### config.mk
export PLATFORM = sky130hd
export DESIGN_NAME = octal_register_command_decoder
export DESIGN_NICKNAME = d
export VERILOG_FILES = /design/src/hw/reg_store.v /design/src/hw/octal_register_command_decoder.v
export VERILOG_INCLUDE_DIRS = /design/src /design/src/hw
export SDC_FILE = /design/constraint.sdc
export NUM_CORES = 1
export LEC_CHECK = 0
export BUFFER_PORTS_ARGS = -buffer_cell sky130_fd_sc_hd__buf_2
export CAP_MARGIN = 20
export CORE_MARGIN = 1.5
export CORE_UTILIZATION = 30
export DETAILED_ROUTE_END_ITERATION = 8
export HOLD_SLACK_MARGIN = 0.15
export PLACE_DENSITY = 0.4
export SYNTH_ARGS = -nofsm -noshare
export SYNTH_HDL_FRONTEND = slang
export SYNTH_SLANG_ARGS = --single-unit
### constraint.sdc
create_clock -name clk_sys -period 3.8 [get_ports clk_sys]
set_input_delay 0.57 -clock clk_sys [delete_from_list [all_inputs] [get_ports clk_sys]]
set_output_delay 0.57 -clock clk_sys [all_outputs]
set_load 0.01 [all_outputs]
### src/hw/octal_cmd_regs.vh
// Purpose: constants for the octal register-command decoder
// Assumes: octal-mode commands are a byte followed by its complement
// Notes: opcodes, field positions and cycle counts live here; status byte layout and program length are fixed in the decoder
`ifndef OCTAL_CMD_REGS_VH
`define OCTAL_CMD_REGS_VH
`define OP_SEC_RD 8'h2B
`define OP_SEC_WR 8'h2F
`define OP_BOOT_RD 8'h16
`define OP_BOOT_WR 8'h17
`define OP_BOOT_ER 8'h18
`define OP_OTP_IN 8'hB1
`define OP_OTP_OUT 8'hC1
`define OP_PASS_RD 8'h27
`define OP_PASS_WR 8'h28
`define OP_PASS_UL 8'h29
`define OP_CFG2_RD 8'h71
`define OP_CFG2_WR 8'h72
`define OP_STAT_RD 8'h05
`define OP_STAT_WR 8'h01
`define OP_CFG_RD 8'h15
`define OP_WR_ALLOW 8'h06
`define OP_WR_DENY 8'h04
`define OP_RST_ARM 8'h66
`define OP_RST_GO 8'h99
`define OP_PLOCK_RD 8'hE2
`define OP_DLOCK_RD 8'hE0
`define OP_PROG 8'h12
`define OP_SECT_ER 8'h21
`define OP_BLK_ER 8'hDC
`define OP_CHIP_ER 8'h60
`define OP_CHIP_ER2 8'hC7
`define ST_BUSY 0
`define ST_WEL 1
`define ST_BP_LO 2
`define ST_BP_HI 5
`define STATUS_RESET 8'h00
`define FIXED_DUMMY 5'h04
`define PASS_DUMMY 5'h14
`define LOCK_DUMMY_MIN 5'h06
`define LOCK_DUMMY_MAX 5'h14
`define ADDR_BYTES 3'h4
`define PASS_BYTES 4'h8
`define BOOT_WR_BYTES 4'h4
`define BOOT_RD_MAX 4'h4
`define OP_TIME_NS 1000
`define CLK_NS 4
`define OP_CYCLES ((`OP_TIME_NS) / (`CLK_NS))
`define SEC_BYTES 5'h08
`endif

### src/hw/reg_store.v
// Purpose: small register memory for security, boot and password bytes
// Assumes: one write port, one registered read port
// Notes: 32 entries of 8 bits, read data from a flip-flop
`timescale 1ns/1ps
module reg_store (
    input wire clk_sys,
    input wire reset_n,
    input wire wr_en,
    input wire [4:0] wr_addr,
    input wire [7:0] wr_data,
    input wire [4:0] rd_addr,
    output reg [7:0] rd_data
);
    reg [7:0] mem [0:31];
    integer i;

    // array kept in reset so reads before any write are defined
    always @(posedge clk_sys or negedge reset_n) begin
        if (!reset_n) begin
            for (i = 0; i < 32; i = i + 1) begin
                mem[i] <= 8'h00;
            end
            rd_data <= 8'h00;
        end else begin
            if (wr_en) begin
                mem[wr_addr] <= wr_data;
            end
            rd_data <= mem[rd_addr];
        end
    end
endmodule // reg_store

### src/hw/octal_register_command_decoder.v
// Purpose: decode octal register-access commands and keep the status register
// Assumes: host presents one bus byte per cycle with byte_valid; frame ends at cs_n high
// Notes: array operations are modelled only by a busy timer
`timescale 1ns/1ps
`include "octal_cmd_regs.vh"
module octal_register_command_decoder #(
    parameter OP_CYCLES = `OP_CYCLES
) (
    input wire clk_sys,
    input wire reset_n,
    input wire cs_n,
    input wire byte_valid,
    input wire [7:0] bus_in,
    input wire double_rate,
    input wire [2:0] dummy_setting,
    output reg [7:0] bus_out,
    output reg bus_oe,
    output reg out_double_rate,
    output reg [7:0] status_flags,
    output reg otp_mode,
    output reg mem_reset,
    output reg cmd_reject
);
    localparam S_OP1 = 3'h0;
    localparam S_OP2 = 3'h1;
    localparam S_ADDR = 3'h2;
    localparam S_DUMMY = 3'h3;
    localparam S_DATA = 3'h4;
    localparam S_IGNORE = 3'h5;

    reg [2:0] state_q;
    reg [7:0] op_q;
    reg [2:0] addr_cnt_q;
    reg [4:0] dummy_cnt_q;
    reg [3:0] data_cnt_q;
    reg [3:0] data_len_q;
    reg [7:0] addr_lsb_q;
    reg reset_armed_q;
    reg [31:0] busy_cnt_q;
    reg [1:0] pend_q;
    reg busy_flag;
    reg write_allow_latch;
    reg [3:0] protect_q;
    reg [3:0] protect_pending_q;
    reg [7:0] prot_addr_q;
    reg cs_prev_q;

    wire [7:0] st_read;
    wire [4:0] lock_dummy;
    wire [7:0] store_q;
    reg store_we;
    reg [4:0] store_waddr;
    reg [4:0] store_raddr;
    reg has_addr;
    reg [4:0] dummy_need;
    reg [3:0] data_need;
    reg is_read;
    reg is_array;
    reg single_only;

    assign st_read = {2'b00, protect_q, write_allow_latch, busy_flag};
    // lock reads scale dummy by setting, clamped to the legal window
    assign lock_dummy = (`LOCK_DUMMY_MIN + {dummy_setting, 1'b0} > `LOCK_DUMMY_MAX) ?
        `LOCK_DUMMY_MAX : (`LOCK_DUMMY_MIN + {1'b0, dummy_setting, 1'b0});

    // per-opcode phase table
    always @* begin
        has_addr = 1'b0;
        dummy_need = 5'h00;
        data_need = 4'h0;
        is_read = 1'b0;
        is_array = 1'b0;
        single_only = 1'b0;
        case (op_q)
            `OP_SEC_RD: begin has_addr = 1'b1; dummy_need = `FIXED_DUMMY; data_need = 4'h1;
                is_read = 1'b1; end
            `OP_SEC_WR: begin end
            `OP_BOOT_RD: begin has_addr = 1'b1; dummy_need = `FIXED_DUMMY;
                data_need = `BOOT_RD_MAX; is_read = 1'b1; single_only = 1'b1; end
            `OP_BOOT_WR: begin has_addr = 1'b1; data_need = `BOOT_WR_BYTES; end
            `OP_BOOT_ER: begin end
            `OP_OTP_IN, `OP_OTP_OUT: begin end
            `OP_PASS_RD: begin has_addr = 1'b1; dummy_need = `PASS_DUMMY;
                data_need = `PASS_BYTES; is_read = 1'b1; end
            `OP_PASS_WR, `OP_PASS_UL: begin has_addr = 1'b1; data_need = `PASS_BYTES; end
            `OP_CFG2_RD, `OP_STAT_RD, `OP_CFG_RD: begin has_addr = 1'b1;
                dummy_need = `FIXED_DUMMY; data_need = 4'h1; is_read = 1'b1; end
            `OP_CFG2_WR, `OP_STAT_WR: begin has_addr = 1'b1; data_need = 4'h1; end
            `OP_PLOCK_RD, `OP_DLOCK_RD: begin has_addr = 1'b1; dummy_need = lock_dummy;
                data_need = 4'h1; is_read = 1'b1; end
            `OP_PROG: begin has_addr = 1'b1; data_need = 4'hF; is_array = 1'b1; end
            `OP_SECT_ER, `OP_BLK_ER: begin has_addr = 1'b1; is_array = 1'b1; end
            `OP_CHIP_ER, `OP_CHIP_ER2: begin is_array = 1'b1; end
            default: begin end
        endcase
    end

    // store addressing: security at 0, boot at 1-4, password at 8-15
    always @* begin
        store_we = 1'b0;
        store_waddr = 5'h00;
        store_raddr = 5'h00;
        case (op_q)
            `OP_BOOT_WR: begin store_we = (state_q == S_DATA) && byte_valid;
                store_waddr = 5'h01 + {1'b0, data_cnt_q}; end
            `OP_PASS_WR: begin store_we = (state_q == S_DATA) && byte_valid;
                store_waddr = `SEC_BYTES + {1'b0, data_cnt_q}; end
            default: begin end
        endcase
        case (op_q)
            `OP_BOOT_RD: store_raddr = 5'h01 + {1'b0, data_cnt_q};
            `OP_PASS_RD: store_raddr = `SEC_BYTES + {1'b0, data_cnt_q};
            default: store_raddr = 5'h00;
        endcase
    end

    reg_store u_store (
        .clk_sys(clk_sys),
        .reset_n(reset_n),
        .wr_en(store_we),
        .wr_addr(store_waddr),
        .wr_data(bus_in),
        .rd_addr(store_raddr),
        .rd_data(store_q)
    );

    // frame decode, phase counting and status keeping
    always @(posedge clk_sys or negedge reset_n) begin
        if (!reset_n) begin
            state_q <= S_OP1;
            op_q <= 8'h00;
            addr_cnt_q <= 3'h0;
            dummy_cnt_q <= 5'h00;
            data_cnt_q <= 4'h0;
            data_len_q <= 4'h0;
            addr_lsb_q <= 8'h00;
            reset_armed_q <= 1'b0;
            busy_cnt_q <= 32'h0;
            pend_q <= 2'b00;
            busy_flag <= 1'b0;
            write_allow_latch <= 1'b0;
            protect_q <= 4'h0;
            protect_pending_q <= 4'h0;
            prot_addr_q <= 8'h00;
            cs_prev_q <= 1'b1;
            bus_out <= 8'h00;
            bus_oe <= 1'b0;
            out_double_rate <= 1'b0;
            status_flags <= `STATUS_RESET;
            otp_mode <= 1'b0;
            mem_reset <= 1'b0;
            cmd_reject <= 1'b0;
        end else begin
            cs_prev_q <= cs_n;
            mem_reset <= 1'b0;
            cmd_reject <= 1'b0;
            status_flags <= st_read;
            // busy timer; completion lands the deferred effects
            if (busy_flag) begin
                if (busy_cnt_q == 32'h0) begin
                    busy_flag <= 1'b0;
                    write_allow_latch <= 1'b0;
                    if (pend_q == 2'b10) begin
                        protect_q <= protect_pending_q;
                    end
                    pend_q <= 2'b00;
                end else begin
                    busy_cnt_q <= busy_cnt_q - 32'h1;
                end
            end
            if (cs_n) begin
                // frame end: commit status writes that got a data byte, and array commands once past the pair
                if (!cs_prev_q && (state_q == S_DATA || state_q == S_OP2 ||
                    state_q == S_ADDR) && !busy_flag) begin
                    if (op_q == `OP_STAT_WR && write_allow_latch && data_len_q != 4'h0) begin
                        busy_flag <= 1'b1;
                        busy_cnt_q <= OP_CYCLES[31:0];
                        pend_q <= 2'b10;
                    end else if (is_array && state_q != S_OP2) begin
                        if (!write_allow_latch) begin
                            cmd_reject <= 1'b1;
                        end else if (((op_q == `OP_CHIP_ER || op_q == `OP_CHIP_ER2) &&
                            protect_q != 4'h0) || (protect_q != 4'h0 &&
                            prot_addr_q[7:4] >= (4'hF - protect_q))) begin
                            write_allow_latch <= 1'b0;
                            cmd_reject <= 1'b1;
                        end else begin
                            busy_flag <= 1'b1;
                            busy_cnt_q <= OP_CYCLES[31:0];
                            pend_q <= 2'b01;
                        end
                    end
                end
                state_q <= S_OP1;
                bus_oe <= 1'b0;
                addr_cnt_q <= 3'h0;
                dummy_cnt_q <= 5'h00;
                data_cnt_q <= 4'h0;
                data_len_q <= 4'h0;
            end else if (byte_valid || state_q == S_DUMMY || (state_q == S_DATA && is_read)) begin
                case (state_q)
                    S_OP1: begin
                        op_q <= bus_in;
                        state_q <= S_OP2;
                    end
                    S_OP2: begin
                        if (bus_in != ~op_q) begin
                            cmd_reject <= 1'b1;
                            state_q <= S_IGNORE;
                        end else if (busy_flag && op_q != `OP_STAT_RD) begin
                            state_q <= S_IGNORE;
                        end else begin
                            // reset pair must be back to back
                            reset_armed_q <= (op_q == `OP_RST_ARM);
                            if (op_q == `OP_RST_GO && reset_armed_q) begin
                                mem_reset <= 1'b1;
                                write_allow_latch <= 1'b0;
                                otp_mode <= 1'b0;
                            end
                            if (op_q == `OP_WR_ALLOW) write_allow_latch <= 1'b1;
                            if (op_q == `OP_WR_DENY) write_allow_latch <= 1'b0;
                            if (op_q == `OP_OTP_IN) otp_mode <= 1'b1;
                            if (op_q == `OP_OTP_OUT) otp_mode <= 1'b0;
                            // bare commands park in data so frame end knows the pair was whole
                            if (has_addr) state_q <= S_ADDR;
                            else state_q <= S_DATA;
                        end
                    end
                    S_ADDR: begin
                        addr_cnt_q <= addr_cnt_q + 3'h1;
                        if (addr_cnt_q == 3'h1) prot_addr_q <= bus_in;
                        if (addr_cnt_q == `ADDR_BYTES - 3'h1) begin
                            addr_lsb_q <= bus_in;
                            if (dummy_need != 5'h00) state_q <= S_DUMMY;
                            else state_q <= S_DATA;
                        end
                    end
                    S_DUMMY: begin
                        dummy_cnt_q <= dummy_cnt_q + 5'h01;
                        if (dummy_cnt_q == dummy_need - 5'h01) begin
                            state_q <= S_DATA;
                        end
                    end
                    S_DATA: begin
                        if (is_read) begin
                            bus_oe <= 1'b1;
                            // restricted reads always leave at single rate
                            out_double_rate <= double_rate && !single_only;
                            bus_out <= (op_q == `OP_STAT_RD) ? st_read :
                                (op_q == `OP_CFG2_RD) ? {7'h00, addr_lsb_q[0]} : store_q;
                            if (data_cnt_q != data_need - 4'h1) data_cnt_q <= data_cnt_q + 4'h1;
                        end else if (data_cnt_q != data_need) begin
                            data_cnt_q <= data_cnt_q + 4'h1;
                            data_len_q <= data_len_q + 4'h1;
                            if (op_q == `OP_STAT_WR && data_cnt_q == 4'h0) begin
                                protect_pending_q <= bus_in[`ST_BP_HI:`ST_BP_LO];
                            end
                        end
                    end
                    S_IGNORE: begin end
                    default: state_q <= S_OP1;
                endcase
            end
        end
    end
endmodule // octal_register_command_decoder

* Word level (Yosys, flattened, before mapping)
Index checks and enable logic that the tools add are counted.
** Storage, ports and cells
- Bits in registers :: 365
- Bits of input ports :: 16
- Output and inout bits :: 21
- Word-level logic and storage cells :: 288
** Operators by class
- $add $sub $neg :: 11
- Magnitude comparators :: 5
- Equality and inequality tests :: 43
- Multiplexer cells :: 105
- Bitwise gates (word level) :: 7
- Reduce and logical (&&, ||, !) cells :: 61
** Operators with widths (number)
- $bwmux 256 :: 1
- $mux 32 :: 8
- $eq 8x8->1 const B :: 7
- $mux 1 :: 50
- $mux 4 :: 11
- $bmux 8 s5 :: 1
- $demux 8 s5 :: 1
- $eq 8x6->1 const B :: 5
- $mux 8 :: 5
- $mux 3 :: 11
- $eq 8x5->1 const B :: 4
- $eq 8x7->1 const B :: 4
- $logic_not 32->1 :: 1
- $sub 32x1->32 const B :: 1
- $eq 8x3->1 const B :: 3
- $reduce_and 4->1 :: 6
- $mux 5 :: 4
- $pmux 5 s2 :: 2
- $mux 2 :: 8
- $pmux 4 s4 :: 1
- $reduce_or 16->1 :: 1
- $reduce_or 8->1 :: 2
- $pmux 3 s5 :: 1
- $pmux 5 s3 :: 1
- 45 further kinds :: 93

* Logic depth before layout (Yosys ltp)
- Depth in word-level cells :: 11
- Mapped depth :: 12
- Depth with buffers taken out :: 12

* By module
From an unflattened synthesis, not the netlist that was laid out.
** Unflattened totals
- Cell total of the unflattened synthesis :: 1366
- Area total of the unflattened synthesis :: 17842.1 um2
** Modules (own cells, without submodules)
- reg_store :: times used 1, cells each 707, area an instance 11867.6 um2, seq. area each 6606.3 um2
- octal_register_command_decoder :: times used 1, cells each 659, area an instance 5974.5 um2, seq. area each 2428.6 um2

* Worst setup path before layout
No wires, ideal clock.
- Kind :: register -> register
- Start :: register op_q[5]
- End :: register protect_pending_q[0]
- Library setup time :: 0.125 ns
- Arrival :: 2.747 ns
- Required time :: 3.675 ns
- Setup slack :: 0.928 ns
- Cell stages (with the launch flop) :: 11
- Buffers on the path :: 3
- Period minus slack after synthesis :: 2.872 ns
- Path through :: dfrtp_1 > or4b_1 > buf_4 > o31a_1 > or2_1 > a31o_1 > o31a_1 > buf_6 > and3_1 > buf_6 > mux2_4
** Between the ends
- Word-level cells in the longest chain between the ends :: 6
- Elaborated cells on any way between the ends :: 26
- Classes of those cells :: 15 x eq/ne; 2 x mux; 1 x bitwise; 8 x reduce/logical
** RTL lines
- from (decl) :: line octal_register_command_decoder.v:32 : reg [7:0] op_q;
- from (signal assigned) :: line octal_register_command_decoder.v:203 : op_q <= bus_in;
- branches (longest 5 deep; another with $eq 8x3->1)
- $reduce_and 6->1 (no line) *
- to (signal assigned) :: line octal_register_command_decoder.v:256 : protect_pending_q <= bus_in[`ST_BP_HI:`ST_BP_LO];
- to (decl) :: line octal_register_command_decoder.v:44 : reg [3:0] protect_pending_q;
Mark *: on every way between the ends.
A chain may end at the register's enable or synchronous reset.

* Worst setup path after layout
- Start :: register op_q[7]
- End :: register u_store.mem[179] in the netlist's numbering
** Between the ends
- Word-level cells in the longest chain between the ends :: 8
- Elaborated cells on any way between the ends :: 12
- Classes of those cells :: 2 x order compare; 2 x eq/ne; 5 x mux; 1 x bitwise; 2 x reduce/logical
** RTL lines
- $eq 8x6->1 / $eq 8x5->1 (equally long branches) :: line octal_register_command_decoder.v:103 : case (op_q)
- $pmux 5 s2 :: line octal_register_command_decoder.v:103
- $not 5->6 (implied by the code) :: line reg_store.v:26 : mem[wr_addr] <= wr_data;
- $ge 6x6->1 (implied by the code) / $lt 6x1->1 (equally long branches) :: line reg_store.v:26
- $logic_and 1x1->1 (implied by the code) :: line reg_store.v:26
- $mux 8 (implied by the code) :: line reg_store.v:26
- $demux 8 s5 :: line reg_store.v:26
- $bwmux 256 :: line reg_store.v:26
- to (signal, indexed assignment) :: line reg_store.v:26
- to (decl) :: line reg_store.v:14 : reg [7:0] mem [0:31];
Parallel ways exist; a longest one is shown, timed or not.

==> out/results.ini <==
[place]
gp_congestion=0.7832
portBuffers=34
hpwl_microns=33670
place_area_sq_um=19100

[global_route]
grt_use_met2_pct=26.65
grt_pass1_wl_microns=80260
grt-busiest-layer=met2
use_met1_pct=24.81
antenna_found_initial=2
first_global_vias=12770
globalRouteOverflowTotal=0
grt_usage_pct=17.38
grt_max_degree=109
use_met3_pct=2.843

[die]
fp.dieW_microns=246.2
die_h_microns=246.2
start_util_pct=30.58
die_area_sq_um=60620
core_sq_um=58030
io_pins=37
floorplan.rows=88

[final_layout]
fill_cells=5751
area_delta_synth_final_pct=15.72
regArea_sq_um=9035
layout_commonest_cell=dfrtp_1
mostFrequentLayoutCells=360 x dfrtp_1, 242 x mux2_2, 202 x nand2_1, 135 x nor2_1, 74 x buf_4
n_antenna_cell=0
fin_nets=1721
multi_input_area_sq_um=8078
fin_util_pct=35.39
design_area_sq_um=20530
drive_gt1_share_pct=26.92

[yosys]
seq_area_frac_synth_pct=50.91
yosys_warnings=0
synth-async-reset-ratio_pct=100.0
synth_seq_cells=361
synth.cell_area_sq_um=17750
avgSynthCellArea_sq_um=10.68
syn-instance-count=1662
synth_edf_count=0
ys.flop_type=dfrtp_1
ys_types=80

[setup_path]
end_kind=flip-flop
cp-start-kind=flip-flop
worstPathRequired_ps=4240
r2r_slack_ps=280
crit_family=simple AND/OR/NAND/NOR gates
crit_chain=or4b_1 -> or4_4 -> nor2_2 -> a31oi_1 -> o32ai_1 -> nand2b_1 -> mux2_2
rr_endpoint=u_store.mem[179]$_DFFE_PN0P_
path_max_fanout=14
cp_slowest_cell=or4b_1
arrival_ps=3960
rr_startpoint=op_q[7]$_DFFE_PN0P_
worstSetupPathType=flip-flop to flip-flop
crit_buf_inv=0
reg2regPathDepth=7
slowest_delay_ps=730

[timing]
max_freq_ghz=0.2844
rsz0062_at_grt=no
skew_ps=15.06
fin_hold_ws_ps=233.0
fin_tns_setup_ps=0
final-setup-viol-count=0
post-route-period-util_pct=92.52
slew_headroom_pct=30.74
slew_viol_final=0
final_hold_viol_count=0
tightest_slew_ps=1036
min_period_ps=3516

[clocking]
cts_root_buffer=clkbuf_16
clk_latency_ps=570
cts_buffer_depth=3
clock_sinks=361
cts_tree=yes
htree_levels=2
cts_buffers=44
clk_pin_slew_ps=60
cts_setup_buffers=0

[status]
status=completed

[hold_path]
hold_path_depth=3
holdPathEnd=out_double_rate$_DFFE_PN0P_
hp-class=input port to flip-flop
hold_start=double_rate

[routing]
drt_pass1_iterations=7
routed_via_density=5.145
drcViolationCount=0
vias=12790
wl_per_cell_microns=20.75
antenna_left=0
dr.first_iter.drc_count=721
drt_wl_total_microns=51570

[power_and_ir_drop]
leakage_nw=9.032
vdd_ir_drop_max_uv=314.7
power_density_nw_per_um2=440.5
total_power_w=0.009047

[job]
drv_cap=0

tightest hold or removal path, cell delays in order:
cell and delay [ps]:
buf_2 70, nand3_1 50, o21ai_0 70
cell families after synthesis:
logic type | Yosys count | share of synthesized area, %
fa+ha+maj | 17 | 1.199
simple gates | 568 | 15.36
flops | 361 | 50.91
buf+inv | 166 | 3.807
compound gates | 218 | 8.525
mux | 282 | 17.75
xor+xnor | 49 | 2.418
other cells | 1 | 0.02113
worst max path at each step:
stage / start / to / slack [ps] / cells after the start
after floorplan: op_q[5]$_DFFE_PN0P_ / protect_pending_q[0]$_DFFE_PN0P_ / 930 / 10
final: op_q[7]$_DFFE_PN0P_ / u_store.mem[179]$_DFFE_PN0P_ / 280 / 7
after detailed placement: op_q[7]$_DFFE_PN0P_ / u_store.mem[241]$_DFFE_PN0P_ / 290 / 6
after global routing: op_q[7]$_DFFE_PN0P_ / u_store.mem[179]$_DFFE_PN0P_ / 110 / 6
after global placement: op_q[7]$_DFFE_PN0P_ / u_store.mem[247]$_DFFE_PN0P_ / 350 / 6
after CTS: op_q[7]$_DFFE_PN0P_ / u_store.mem[244]$_DFFE_PN0P_ / 270 / 6
layout make-up:
type | count | share of cell area (%)
clock buffers | 70 | 6.532
flip-flops and latches | 361 | 44.00
well taps | 765 | 4.661
repair buffers | 119 | 4.606
inverters | 26 | 0.4753
clock inverters | 8 | 0.3900
multi-input cells | 1136 | 39.34
per-layer routing:
| layer | up-vias | routed length [microns] |
|---|---|---|
| met5 | - | 0 |
| met4 | 0 | 1406 |
| met3 | 81 | 2063 |
| met2 | 234 | 23160 |
| met1 | 6523 | 24940 |
| li1 | 5948 | - |
through the flow:
step	instances	worst slack, ps
floorplan	1663	927.6
CTS	2484	273.9
global placement	2405	345.6
global route	2485	111.2
finish	2485	284.1
detailed placement	2405	292.8
state kept, by name, indices dropped and copies added (netlist names), 2 cells and up:
signal / count
u_store.mem: 256
busy_cnt_q: 32
bus_out: 8
op_q: 8
u_store.rd_data: 8
status_flags: 6
dummy_cnt_q: 5
data_cnt_q: 4
data_len_q: 4
prot_addr_q: 4
protect_pending_q: 4
protect_q: 4
addr_cnt_q: 3
state_q: 3
pend_q: 2
synthesized netlist by cell type (all sizes together), types with 7 or more instances:
cell | instances | area share, %
nand3 | 73 | 2.1
nor3 | 24 | 0.71
or3 | 10 | 0.35
mux2 | 247 | 16
nand2 | 208 | 4.5
clkbuf | 116 | 2.5
inv | 25 | 0.53
xnor2 | 36 | 1.8
o21ai | 49 | 1.4
dfrtp | 360 | 51
a31oi | 36 | 1.3
nand4 | 12 | 0.42
a32oi | 34 | 1.7
nor2 | 140 | 3.0
nor4 | 26 | 1.0
or4 | 8 | 0.36
a22oi | 7 | 0.30
xor2 | 13 | 0.64
mux2i | 35 | 2.0
and3 | 14 | 0.49
a21oi | 31 | 0.94
o211ai | 7 | 0.30
ha | 17 | 1.2
buf | 24 | 0.80
nand2b | 9 | 0.32
repair_timing:
| item | 4_1_cts | 5_1_grt |
|---|---|---|
| hold buffers | 1 | 0 |
| gates resized for setup | 0 | 0 |
| endpoints found under the hold margin | 9 | 0 |
where the power goes:
part	total (W)	internal, W	switching [W]
clock network	0.00412	0.00248	0.00165
registers	0.00409	0.00393	0.000162
logic	0.000830	0.000316	0.000514
(Power assumes the default switching activity.)
